## config.mk

```make
export PLATFORM = sky130hd
export DESIGN_NAME = ttri_top
export DESIGN_NICKNAME = d
export VERILOG_FILES = /design/src/verilog/ttri_sync.v /design/src/verilog/ttri_top.v
export VERILOG_INCLUDE_DIRS = /design/src /design/src/verilog
export SDC_FILE = /design/constraint.sdc
export NUM_CORES = 1
export LEC_CHECK = 0
export ABC_CLOCK_PERIOD_IN_PS = 2400
export CAP_MARGIN = 20
export CELL_PAD_IN_SITES_DETAIL_PLACEMENT = 1
export CELL_PAD_IN_SITES_GLOBAL_PLACEMENT = 1
export CORE_UTILIZATION = 43
export CTS_BUF_LIST = sky130_fd_sc_hd__clkbuf_8
export CTS_CLUSTER_DIAMETER = 50
export DETAILED_ROUTE_END_ITERATION = 6
export DONT_BUFFER_PORTS = 1
export GPL_TIMING_DRIVEN = 0
export PLACE_DENSITY = 0.74
export SKIP_CTS_REPAIR_TIMING = 1
export SLEW_MARGIN = 15
export SYNTH_ARGS = -nofsm -noshare
export SYNTH_HDL_FRONTEND = slang
export SYNTH_SLANG_ARGS = --single-unit
```

## constraint.sdc

```tcl
create_clock -name CLK_I -period 2.4 [get_ports CLK_I]
set_clock_uncertainty 0.15 [all_clocks]
set_input_delay 0.72 -clock CLK_I [delete_from_list [all_inputs] [get_ports CLK_I]]
set_output_delay 0.72 -clock CLK_I [all_outputs]
set_load 0.03 [all_outputs]
```

## src/verilog/ttri_consts.vh

```
`ifndef TTRI_CONSTS_VH
`define TTRI_CONSTS_VH

// ****************************************
// Symbol codes held in the encoder pipeline
// ****************************************
`define TTRI_CODE_ZERO 2'h0
`define TTRI_CODE_MARK 2'h1
`define TTRI_CODE_VIOL 2'h2
`define TTRI_CODE_BIP 2'h3

// ****************************************
// Pipeline shape
// ****************************************
`define TTRI_CODE_W 2
`define TTRI_PIPE_SLOTS 4
`define TTRI_PIPE_W 8
`define TTRI_OUT_SLOT 3
`define TTRI_B3_BIP_SLOT 2
`define TTRI_HDB3_BIP_SLOT 3

// ****************************************
// Positions in the synchronised input bundle
// ****************************************
`define TTRI_IN_W 6
`define TTRI_IN_CLK 0
`define TTRI_IN_POS 1
`define TTRI_IN_NEG 2
`define TTRI_IN_HOST 3
`define TTRI_IN_RISE 4
`define TTRI_IN_HDB3 5

// ****************************************
// Edge finder warm-up after reset
// ****************************************
`define TTRI_WARM_W 3

// ****************************************
// Dual-rail hold: bit periods a negative-rail one keeps the encoder off
// ****************************************
`define TTRI_DUAL_HOLD_BITS 32
`define TTRI_DUAL_HOLD_W 6

`endif

```

## src/verilog/ttri_sync.v

```verilog
`timescale 1ns/1ps
`default_nettype none

// ****************************************
// Two-stage synchroniser for a bundle of asynchronous levels
// ****************************************
module ttri_sync #(
  parameter WIDTH = 1
) (
  input wire clk_i,
  input wire reset_n_i,
  input wire [WIDTH-1:0] async_i,
  output reg [WIDTH-1:0] sync_o
);

  reg [WIDTH-1:0] meta;

  // First stage feeds only the second stage
  always @(posedge clk_i or negedge reset_n_i) begin
    if (!reset_n_i) begin
      meta <= {WIDTH{1'b0}};
      sync_o <= {WIDTH{1'b0}};
    end else begin
      meta <= async_i;
      sync_o <= meta;
    end
  end

endmodule // ttri_sync

`default_nettype wire

```

## src/verilog/ttri_top.v

```verilog
`timescale 1ns/1ps
`default_nettype none
`include "ttri_consts.vh"

module ttri_top #(
  parameter DUAL_HOLD_BITS = `TTRI_DUAL_HOLD_BITS,
  parameter HOLD_W = `TTRI_DUAL_HOLD_W
) (
  input wire CLK_I,
  input wire RESET_N_I,
  input wire TX_TERMINAL_CLOCK_I,
  input wire TX_POSITIVE_RAIL_IN_I,
  input wire TX_NEGATIVE_RAIL_IN_I,
  input wire HOST_MODE_I,
  input wire SAMPLE_ON_RISING_I,
  input wire HDB3_SELECT_I,
  output reg LINE_OUT_TIP_O,
  output reg LINE_OUT_RING_O,
  output reg ENCODER_ACTIVE_O
);

  // ****************************************
  // Helper functions
  // ****************************************

  // Picks one symbol code out of the packed pipeline
  function [`TTRI_CODE_W-1:0] slot_code;
    input [`TTRI_PIPE_W-1:0] pipe;
    input integer idx;
    reg [`TTRI_PIPE_W-1:0] shifted;
    begin
      shifted = pipe >> (idx * `TTRI_CODE_W);
      slot_code = shifted[`TTRI_CODE_W-1:0];
    end
  endfunction

  // True for symbols that carry an alternating pulse
  function is_alt_pulse;
    input [`TTRI_CODE_W-1:0] code;
    begin
      is_alt_pulse = (code == `TTRI_CODE_MARK) || (code == `TTRI_CODE_BIP);
    end
  endfunction

  // ****************************************
  // Input synchronisation
  // ****************************************

  wire [`TTRI_IN_W-1:0] in_async;
  wire [`TTRI_IN_W-1:0] in_sync;

  assign in_async = {HDB3_SELECT_I, SAMPLE_ON_RISING_I, HOST_MODE_I,
                     TX_NEGATIVE_RAIL_IN_I, TX_POSITIVE_RAIL_IN_I, TX_TERMINAL_CLOCK_I};

  // Every pin but CLK_I and RESET_N_I passes two flops before any logic looks at it
  ttri_sync #(
    .WIDTH(`TTRI_IN_W)
  ) u_sync (
    .clk_i(CLK_I),
    .reset_n_i(RESET_N_I),
    .async_i(in_async),
    .sync_o(in_sync)
  );

  wire tclk = in_sync[`TTRI_IN_CLK];
  wire pos_rail = in_sync[`TTRI_IN_POS];
  wire neg_rail = in_sync[`TTRI_IN_NEG];
  wire host_mode = in_sync[`TTRI_IN_HOST];
  wire rise_sel = in_sync[`TTRI_IN_RISE];
  wire hdb3_sel = in_sync[`TTRI_IN_HDB3];

  // ****************************************
  // Transmit clock edge detection
  // ****************************************

  reg tclk_prev;
  reg [`TTRI_WARM_W-1:0] warm;

  // Previous clock level, used only for edge finding; warm fills with ones after reset
  always @(posedge CLK_I or negedge RESET_N_I) begin
    if (!RESET_N_I) begin
      tclk_prev <= 1'b0;
      warm <= {`TTRI_WARM_W{1'b0}};
    end else begin
      tclk_prev <= tclk;
      warm <= {warm[`TTRI_WARM_W-2:0], 1'b1};
    end
  end

  // A clock idling high would look like a rising edge against the reset value
  // of the previous sample, so edges count only once both samples are real
  wire armed = warm[`TTRI_WARM_W-1];
  wire tclk_rise = tclk & ~tclk_prev;
  wire tclk_fall = ~tclk & tclk_prev;
  // Rising edge only when host control asks for it; falling otherwise
  wire use_rise = host_mode & rise_sel;
  wire bit_strobe = armed & (use_rise ? tclk_rise : tclk_fall);

  // ****************************************
  // Single or dual rail detection
  // ****************************************

  reg [HOLD_W-1:0] dual_hold;
  wire [HOLD_W-1:0] hold_load = DUAL_HOLD_BITS[HOLD_W-1:0];
  // A rail tied low cannot be told from idle N data at one sample, so any one
  // seen on it keeps the encoder off for a while
  wire enc_en = (dual_hold == {HOLD_W{1'b0}}) & ~neg_rail;

  // Reload on every negative one, count down otherwise
  always @(posedge CLK_I or negedge RESET_N_I) begin
    if (!RESET_N_I) begin
      dual_hold <= {HOLD_W{1'b0}};
    end else if (bit_strobe) begin
      if (neg_rail) begin
        dual_hold <= hold_load;
      end else if (dual_hold != {HOLD_W{1'b0}}) begin
        dual_hold <= dual_hold - {{(HOLD_W-1){1'b0}}, 1'b1};
      end
    end
  end

  // ****************************************
  // Encoder pipeline
  // ****************************************

  reg [`TTRI_PIPE_W-1:0] pipe_code;
  reg [`TTRI_PIPE_SLOTS-1:0] raw_pos;
  reg [`TTRI_PIPE_SLOTS-1:0] raw_neg;
  reg [`TTRI_PIPE_SLOTS-1:0] raw_mode;
  reg parity_odd;
  reg last_pos;

  reg [`TTRI_PIPE_W-1:0] next_pipe_code;
  reg [`TTRI_PIPE_SLOTS-1:0] next_raw_pos;
  reg [`TTRI_PIPE_SLOTS-1:0] next_raw_neg;
  reg [`TTRI_PIPE_SLOTS-1:0] next_raw_mode;
  reg next_parity_odd;
  reg next_last_pos;
  reg next_tip;
  reg next_ring;
  reg [`TTRI_CODE_W-1:0] new_code;
  reg [`TTRI_CODE_W-1:0] out_code;
  reg window_zero;
  reg eff_odd;
  integer bip_slot;

  // Shift in one bit, substitute zero runs, then emit the oldest slot
  always @* begin
    next_raw_pos = {raw_pos[`TTRI_PIPE_SLOTS-2:0], pos_rail};
    next_raw_neg = {raw_neg[`TTRI_PIPE_SLOTS-2:0], neg_rail};
    next_raw_mode = {raw_mode[`TTRI_PIPE_SLOTS-2:0], ~enc_en};
    // Only the positive rail carries data when encoding
    new_code = (enc_en & pos_rail) ? `TTRI_CODE_MARK : `TTRI_CODE_ZERO;
    next_pipe_code = {pipe_code[`TTRI_PIPE_W-`TTRI_CODE_W-1:0], new_code};
    // HDB3 looks for four zeros, B3ZS for three
    if (hdb3_sel) begin
      window_zero = (next_pipe_code == {`TTRI_PIPE_W{1'b0}}) &&
                    (next_raw_mode == {`TTRI_PIPE_SLOTS{1'b0}});
      bip_slot = `TTRI_HDB3_BIP_SLOT;
    end else begin
      window_zero = (next_pipe_code[`TTRI_PIPE_W-`TTRI_CODE_W-1:0] ==
                     {(`TTRI_PIPE_W-`TTRI_CODE_W){1'b0}}) &&
                    (next_raw_mode[`TTRI_PIPE_SLOTS-2:0] == {(`TTRI_PIPE_SLOTS-1){1'b0}});
      bip_slot = `TTRI_B3_BIP_SLOT;
    end
    // Pulse parity since the last violation, including the slot leaving now
    out_code = slot_code(next_pipe_code, `TTRI_OUT_SLOT);
    if (out_code == `TTRI_CODE_VIOL) begin
      eff_odd = 1'b0;
    end else begin
      eff_odd = parity_odd ^ is_alt_pulse(out_code);
    end
    // Odd count: V only; even count: B at window start plus V
    if (window_zero) begin
      next_pipe_code[`TTRI_CODE_W-1:0] = `TTRI_CODE_VIOL;
      if (!eff_odd) begin
        next_pipe_code = next_pipe_code |
          ({{(`TTRI_PIPE_W-`TTRI_CODE_W){1'b0}}, `TTRI_CODE_BIP} << (bip_slot * `TTRI_CODE_W));
      end
    end
    out_code = slot_code(next_pipe_code, `TTRI_OUT_SLOT);
    next_parity_odd = parity_odd;
    next_last_pos = last_pos;
    next_tip = 1'b0;
    next_ring = 1'b0;
    if (next_raw_mode[`TTRI_OUT_SLOT]) begin
      // Raw rails pass straight through; both high is driven as zero
      next_tip = next_raw_pos[`TTRI_OUT_SLOT] & ~next_raw_neg[`TTRI_OUT_SLOT];
      next_ring = next_raw_neg[`TTRI_OUT_SLOT] & ~next_raw_pos[`TTRI_OUT_SLOT];
    end else begin
      case (out_code)
        `TTRI_CODE_MARK, `TTRI_CODE_BIP: begin
          next_last_pos = ~last_pos;
          next_parity_odd = ~parity_odd;
          next_tip = ~last_pos;
          next_ring = last_pos;
        end
        `TTRI_CODE_VIOL: begin
          // Violation repeats the previous polarity
          next_parity_odd = 1'b0;
          next_tip = last_pos;
          next_ring = ~last_pos;
        end
        default: begin
          next_tip = 1'b0;
          next_ring = 1'b0;
        end
      endcase
    end
  end

  // ****************************************
  // Pipeline and line output registers
  // ****************************************

  // Pipeline and line outputs move once per bit and hold for the whole bit period; ENCODER_ACTIVE_O follows enc_en every clock
  always @(posedge CLK_I or negedge RESET_N_I) begin
    if (!RESET_N_I) begin
      pipe_code <= {`TTRI_PIPE_W{1'b0}};
      raw_pos <= {`TTRI_PIPE_SLOTS{1'b0}};
      raw_neg <= {`TTRI_PIPE_SLOTS{1'b0}};
      raw_mode <= {`TTRI_PIPE_SLOTS{1'b0}};
      parity_odd <= 1'b0;
      last_pos <= 1'b0;
      LINE_OUT_TIP_O <= 1'b0;
      LINE_OUT_RING_O <= 1'b0;
      ENCODER_ACTIVE_O <= 1'b0;
    end else begin
      ENCODER_ACTIVE_O <= enc_en;
      if (bit_strobe) begin
        pipe_code <= next_pipe_code;
        raw_pos <= next_raw_pos;
        raw_neg <= next_raw_neg;
        raw_mode <= next_raw_mode;
        parity_odd <= next_parity_odd;
        last_pos <= next_last_pos;
        LINE_OUT_TIP_O <= next_tip;
        LINE_OUT_RING_O <= next_ring;
      end
    end
  end

endmodule // ttri_top

`default_nettype wire

```

Word level (Yosys, flattened, before mapping)

Index checks and enable logic that the tools add are counted.

Bits of input ports: 8
Output and inout bits: 3
Logic and storage cells: 70
Register bits after elaboration: 42

Multiplexer cells: 14
$add $sub $neg: 1
Bitwise gates (word level): 19
Reductions and logical operators: 15
Shift-type cells: 1
Equality and inequality tests: 6

Operators by type and width:

| kind                                             | count |
|---|---|
| left shift 2 x 32 -> 8 bit, first input constant | 1 |
| 2-to-1 mux 8 bit                                 | 2 |
| zero test 6 bit                                  | 2 |
| 2-to-1 mux 6 bit                                 | 2 |
| inverter 1 bit                                   | 9 |
| AND 1 bit                                        | 8 |
| == test 2 bit, second input constant             | 4 |
| zero test 8 bit                                  | 1 |
| bitwise OR 8 bit                                 | 1 |
| 2-to-1 mux 1 bit                                 | 7 |
| case mux 1 bit (2 select lines)                  | 3 |
| AND reduction 3 bit                              | 2 |
| nonzero test 6 bit                               | 1 |
| subtractor 6 x 1 -> 6 bit, second input constant | 1 |
| == test 2 x 1 -> 1 bit, second input constant    | 2 |
| zero test 4 bit                                  | 1 |
| nonzero test 2 bit                               | 2 |
| zero test 3 bit                                  | 1 |
| logical AND 1 bit                                | 2 |
| AND reduction 2 bit                              | 1 |
| OR reduction 2 bit                               | 1 |
| logical OR 1 bit                                 | 1 |
| bitwise XOR 1 bit                                | 1 |

Logic depth before layout (Yosys ltp)

Word-level depth: 12
Depth in mapped cells: 7
Gate-level depth less buffers: 7

By module

Synthesis repeated with hierarchy kept, for this count alone.

Cells, all modules: 146
Area, all modules: 1694.1 um2

Modules (own cells, without submodules):

| module    | area each (um2) | times used | cells each | seq. area each (um2) |
|---|---|---|---|---|
| ttri_top  | 1393.8          | 1          | 134        | 750.7 |
| ttri_sync | 300.3           | 1          | 12         | 300.3 |

Least setup slack after synthesis

OpenSTA, ideal clock, no wires.

Kind: reg2reg
From: reg dual_hold[0]
To: reg last_pos
Buffers on the path: 0
Period minus slack after synthesis: 1.744 ns
Data required time: 2.171 ns
Arrival time: 1.515 ns
Stages on the path, launching flop included: 8
Setup slack: 0.656 ns
Library setup time: 0.079 ns
Cells stage by stage: dfrtp_1 -> inv_1 -> ha_1 -> nor3b_2 -> nand4_2 -> nor3_2 -> o2111a_1 -> xor2_1

Longest elaborated chain between the ends: 11
Elaborated cells between the ends (all ways): 17
Those cells by class: eq/ne: 2; mux: 3; bitwise: 3; reduce/logical: 9

Ends and longest elaborated chain:

| what                                                    | line                           | RTL |
|---|---|---|
| from (decl)                                             | ttri_top.v:103                 | `reg [HOLD_W-1:0] dual_hold;` |
| from (signal assigned)                                  | ttri_top.v:112                 | `dual_hold <= {HOLD_W{1'b0}};` |
| from (signal assigned)                                  | ttri_top.v:115                 | `dual_hold <= hold_load;` |
| from (signal assigned)                                  | ttri_top.v:117                 | `dual_hold <= dual_hold - {{(HOLD_W-1){1'b0}}, 1'b1};` |
| zero test 6 bit *                                       | ttri_top.v:107                 | `wire enc_en = (dual_hold == {HOLD_W{1'b0}}) & ~neg_rail;` |
| AND 1 bit *                                             | ttri_top.v:107                 |  |
| AND 1 bit                                               | ttri_top.v:153                 | `` new_code = (enc_en & pos_rail) ? `TTRI_CODE_MARK : `TTRI_CODE_ZERO; `` |
| 2-to-1 mux 1 bit (no source line)                       | -                              |  |
| zero test 8 bit or zero test 6 bit (tied branches)      | ttri_top.v:157, ttri_top.v:161 |  |
| logical AND 1 bit, on equally long branches             | ttri_top.v:157, ttri_top.v:161 |  |
| 2-to-1 mux 1 bit *                                      | ttri_top.v:156                 | `if (hdb3_sel) begin` |
| 2-to-1 mux 8 bit *                                      | ttri_top.v:174                 | `if (window_zero) begin` |
| == test 2 x 1 -> 1 bit or == test 2 bit (tied branches) | ttri_top.v:191                 | `case (out_code)` |
| OR reduction 2 bit *                                    | ttri_top.v:191                 |  |
| AND reduction 3 bit (no source line) *                  | -                              |  |
| to (signal assigned)                                    | ttri_top.v:236                 | `last_pos <= next_last_pos;` |
| to (decl)                                               | ttri_top.v:131                 | `reg last_pos;` |

Every way passes the cells marked *; elsewhere a longest branch is shown, timed or not.
A chain may end at the register's enable or synchronous reset.

Worst setup path in the final report

From: reg dual_hold[0]
To: reg dual_hold[5]

Longest elaborated chain between the ends: 3
Elaborated cells between the ends (all ways): 6
Those cells by class: add/sub: 1; mux: 2; reduce/logical: 3

Ends and longest elaborated chain:

| what                                                            | line |
|---|---|
| subtractor 6 x 1 -> 6 bit or nonzero test 6 bit (tied branches) | ttri_top.v:117, ttri_top.v:116 |
| 2-to-1 mux 6 bit or nonzero test 2 bit (tied branches)          | - |
| 2-to-1 mux 6 bit or AND reduction 2 bit (tied branches)         | - |

Parallel ways exist; a longest one is shown, timed or not. The select of a mux whose other input is x is not followed.

==> results.py <==
metrics = {
    "outcome": {
        "status": "complete, no violations",
    },
    "floorplanning": {
        "die_h_um": 65.16,
        "start_util": 0.4582,
        "die_width_um": 65.16,
        "coreArea_um2": 3744,
        "rows": 22,
        "num_io_pins": 11,
        "die_area_um2": 4246,
    },
    "timing": {
        "setup_viol": 0,
        "drv_slew": 0,
        "max_freq_mhz": 481.5,
        "rsz0062_at_grt": "false",
        "finalHoldViolCount": 0,
        "setup_ws_ps": 323.2,
        "tns_ps": 0,
        "fin_crit_ps": 2077,
        "hold_ws_ps": 98.75,
        "finalCritPeriodShare": 0.8653,
    },
    "synthesis": {
        "synth_fp_nets": 144,
        "syn_inst": 134,
        "async_reset_ff_frac": 1.000,
        "yosysMostFrequentCell": "dfrtp_1",
        "synth_cell_types": 38,
        "yosys.area.top_type": "dfrtp_1",
        "yosys-top-cells-count": "42 x dfrtp_1, 11 x nand2_1, 10 x nor2_1",
        "yosysTopAreaCellShare": 0.6127,
        "synth_area_leaders": "dfrtp_1 61%, mux2_1 5.9%, nand2_1 2.4%",
        "netlist_area_um2": 1715,
        "yosysSeqAreaShare": 0.6127,
        "yosysWarningCount": 0,
        "synth_edf_count": 0,
        "syn_avg_cell_area_um2": 12.80,
        "synth_ff_type": "dfrtp_1",
        "synth_seq_cells": 42,
    },
    "worst_hold_path": {
        "hp-class": "input pin to asynchronous set/reset pin",
    },
    "grt": {
        "grt_pass1_wl_um": 5126,
        "grt_antenna_before_repair": 0,
        "grt_use_total": 0.1627,
        "grt_max_degree": 43,
        "grt_overflow_total": 0,
        "grt_pass1_vias": 1038,
    },
    "pwr": {
        "power_density_nw_per_um2": 1005,
        "power_leakage_nw": 0.8736,
        "max-vdd-ir-drop_mv": 0.5071,
    },
    "detailed_routing": {
        "antenna_left": 0,
        "vias": 1024,
        "drt_iter0_drc": 21,
        "dr.pass1.iters": 2,
        "vias_per_cell": 5.361,
        "routedWlPerCell_um": 15.63,
        "totalWireLength_um": 2986,
        "drc": 0,
    },
    "final_layout": {
        "nets": 152,
        "area_growth_pct": 10.79,
        "n_antenna_cell": 0,
        "fillCellCount": 410,
        "multiInputGateArea_um2": 619.3,
        "seqCellArea_um2": 1051,
        "drive_above_1_share": 0.1469,
        "finalNonFillerCells": 191,
    },
    "worst_setup_path": {
        "worstSetupStartpointType": "flip-flop",
        "critPathKind": "flip-flop to flip-flop",
        "reg2reg_from": "dual_hold[0]",
        "path_max_fanout": 7,
        "cp_data_required_time_ps": 2410,
        "arrival_ps": 2090,
        "rr_endpoint": "dual_hold[5]",
        "r2r_slack_ps": 320,
        "crit_path_end_kind": "flip-flop",
        "reg2regPathDepth": 7,
    },
    "clocking": {
        "htreeDepth": 2,
        "cts.sinks": 42,
        "clockBufferDepth": 2,
        "cts-buffers-inserted": 5,
        "clock_latency_ps": 290,
        "cts_tree": "done",
        "cts_root_buf": "clkbuf_8",
        "clkTransAtPathRegs_ps": 90,
    },
    "placement": {
        "dpl.hpwl_um": 2078,
        "port_buffers": 0,
        "place_inst": 182,
        "place.gp.congestion": 0.7905,
        "dp_slack_ps": 385.5,
    },
    "run": {
        "maxCapViolations": 0,
    },
}
## per-stage QoR
stage / area [µm²] / power [W] / utilization
floorplan: 1715 / 0.001314 / -
global placement: 1775 / 0.001385 / 0.4743
global route: 1901 / 0.002033 / 0.5077
CTS: 1873 / 0.001914 / 0.5003
finish: 1901 / 0.001909 / 0.5077
detailed placement: 1775 / 0.001418 / 0.4743
## kinds of logic (layout without fill, tap and decap cells)
kind of cell	Yosys count	in the layout	synth area share
and+or+nand+nor	43	43	0.1495
DFF	42	42	0.6127
AOI/OAI and AO/OA	21	21	0.1036
muxes	11	11	0.07075
buffers and inverters	10	19	0.02626
xor gates and xnor gates	4	4	0.02042
adders and majority gates	2	2	0.01459
other	1	1	0.002186
## layout make-up
cell class,count,area share
Sequential cell,42,0.5530
Clock buffer,5,0.03621
Multi-Input combinational cell,82,0.3259
Buffer,3,0.009875
Clock inverter,3,0.01514
Inverter,7,0.01382
Timing Repair Buffer,1,0.01448
Tap cell,48,0.03160
## routing by layer
layer,global-route usage,vias to the layer above,wire [µm],part of all wire
met3,0.04861,2,93,0.031
li1,-,480,-,-
met5,0,-,0,0
met2,0.2487,15,1458,0.49
met1,0.2269,527,1418,0.47
met4,0.04076,0,15,0.0050
## sequential cells by signal, summed over array words and instances, names as in the netlist, 3 cells and up
signal,flops
dual_hold,6
warm,3
raw_mode,3
raw_pos,3
raw_neg,3
pipe_code,6
u_sync.sync_o,6
u_sync.meta,6
## power by group
part | switching (W) | total (W) | internal [W] | leakage (nW)
logic | 0.000198 | 0.000375 | 0.000178 | 0.306
clock network | 0.000261 | 0.000478 | 0.000217 | 0.0506
registers | 0.000199 | 0.00106 | 0.000857 | 0.517
total | 0.000658 | 0.00191 | 0.00125 | 0.874
## layout by cell type, fill, tap and decap left out, types with 3 or more instances in the layout
cell / count
nor3_1: 4
inv_1: 7
nor2b_1: 3
xor2_1: 4
dfrtp_1: 42
nand2_1: 11
a21o_1: 3
nand4_1: 3
o21ai_1: 3
o31ai_1: 3
nor2_1: 10
clkbuf_8: 5
mux2_1: 9
## worst max-delay path by stage
stage                      start           end  slack, ps  cells after the start
floorplan           dual_hold[0]      last_pos        660                      7
global placement    dual_hold[0]      last_pos        480                      7
detailed placement  dual_hold[0]      last_pos        390                      7
CTS                 dual_hold[0]  dual_hold[5]        330                      7
global route        dual_hold[0]      last_pos        190                      7
finish              dual_hold[0]  dual_hold[5]        320                      7
## critical path: stages (launching register included)
cell     delay (ps)
dfrtp_1         450
inv_1            90
ha_1            210
nor3b_2         170
nand2_1         160
nand3_2         180
nor4_1          390
o22ai_1         140
No activity file was read; power rests on OpenSTA's default activity.
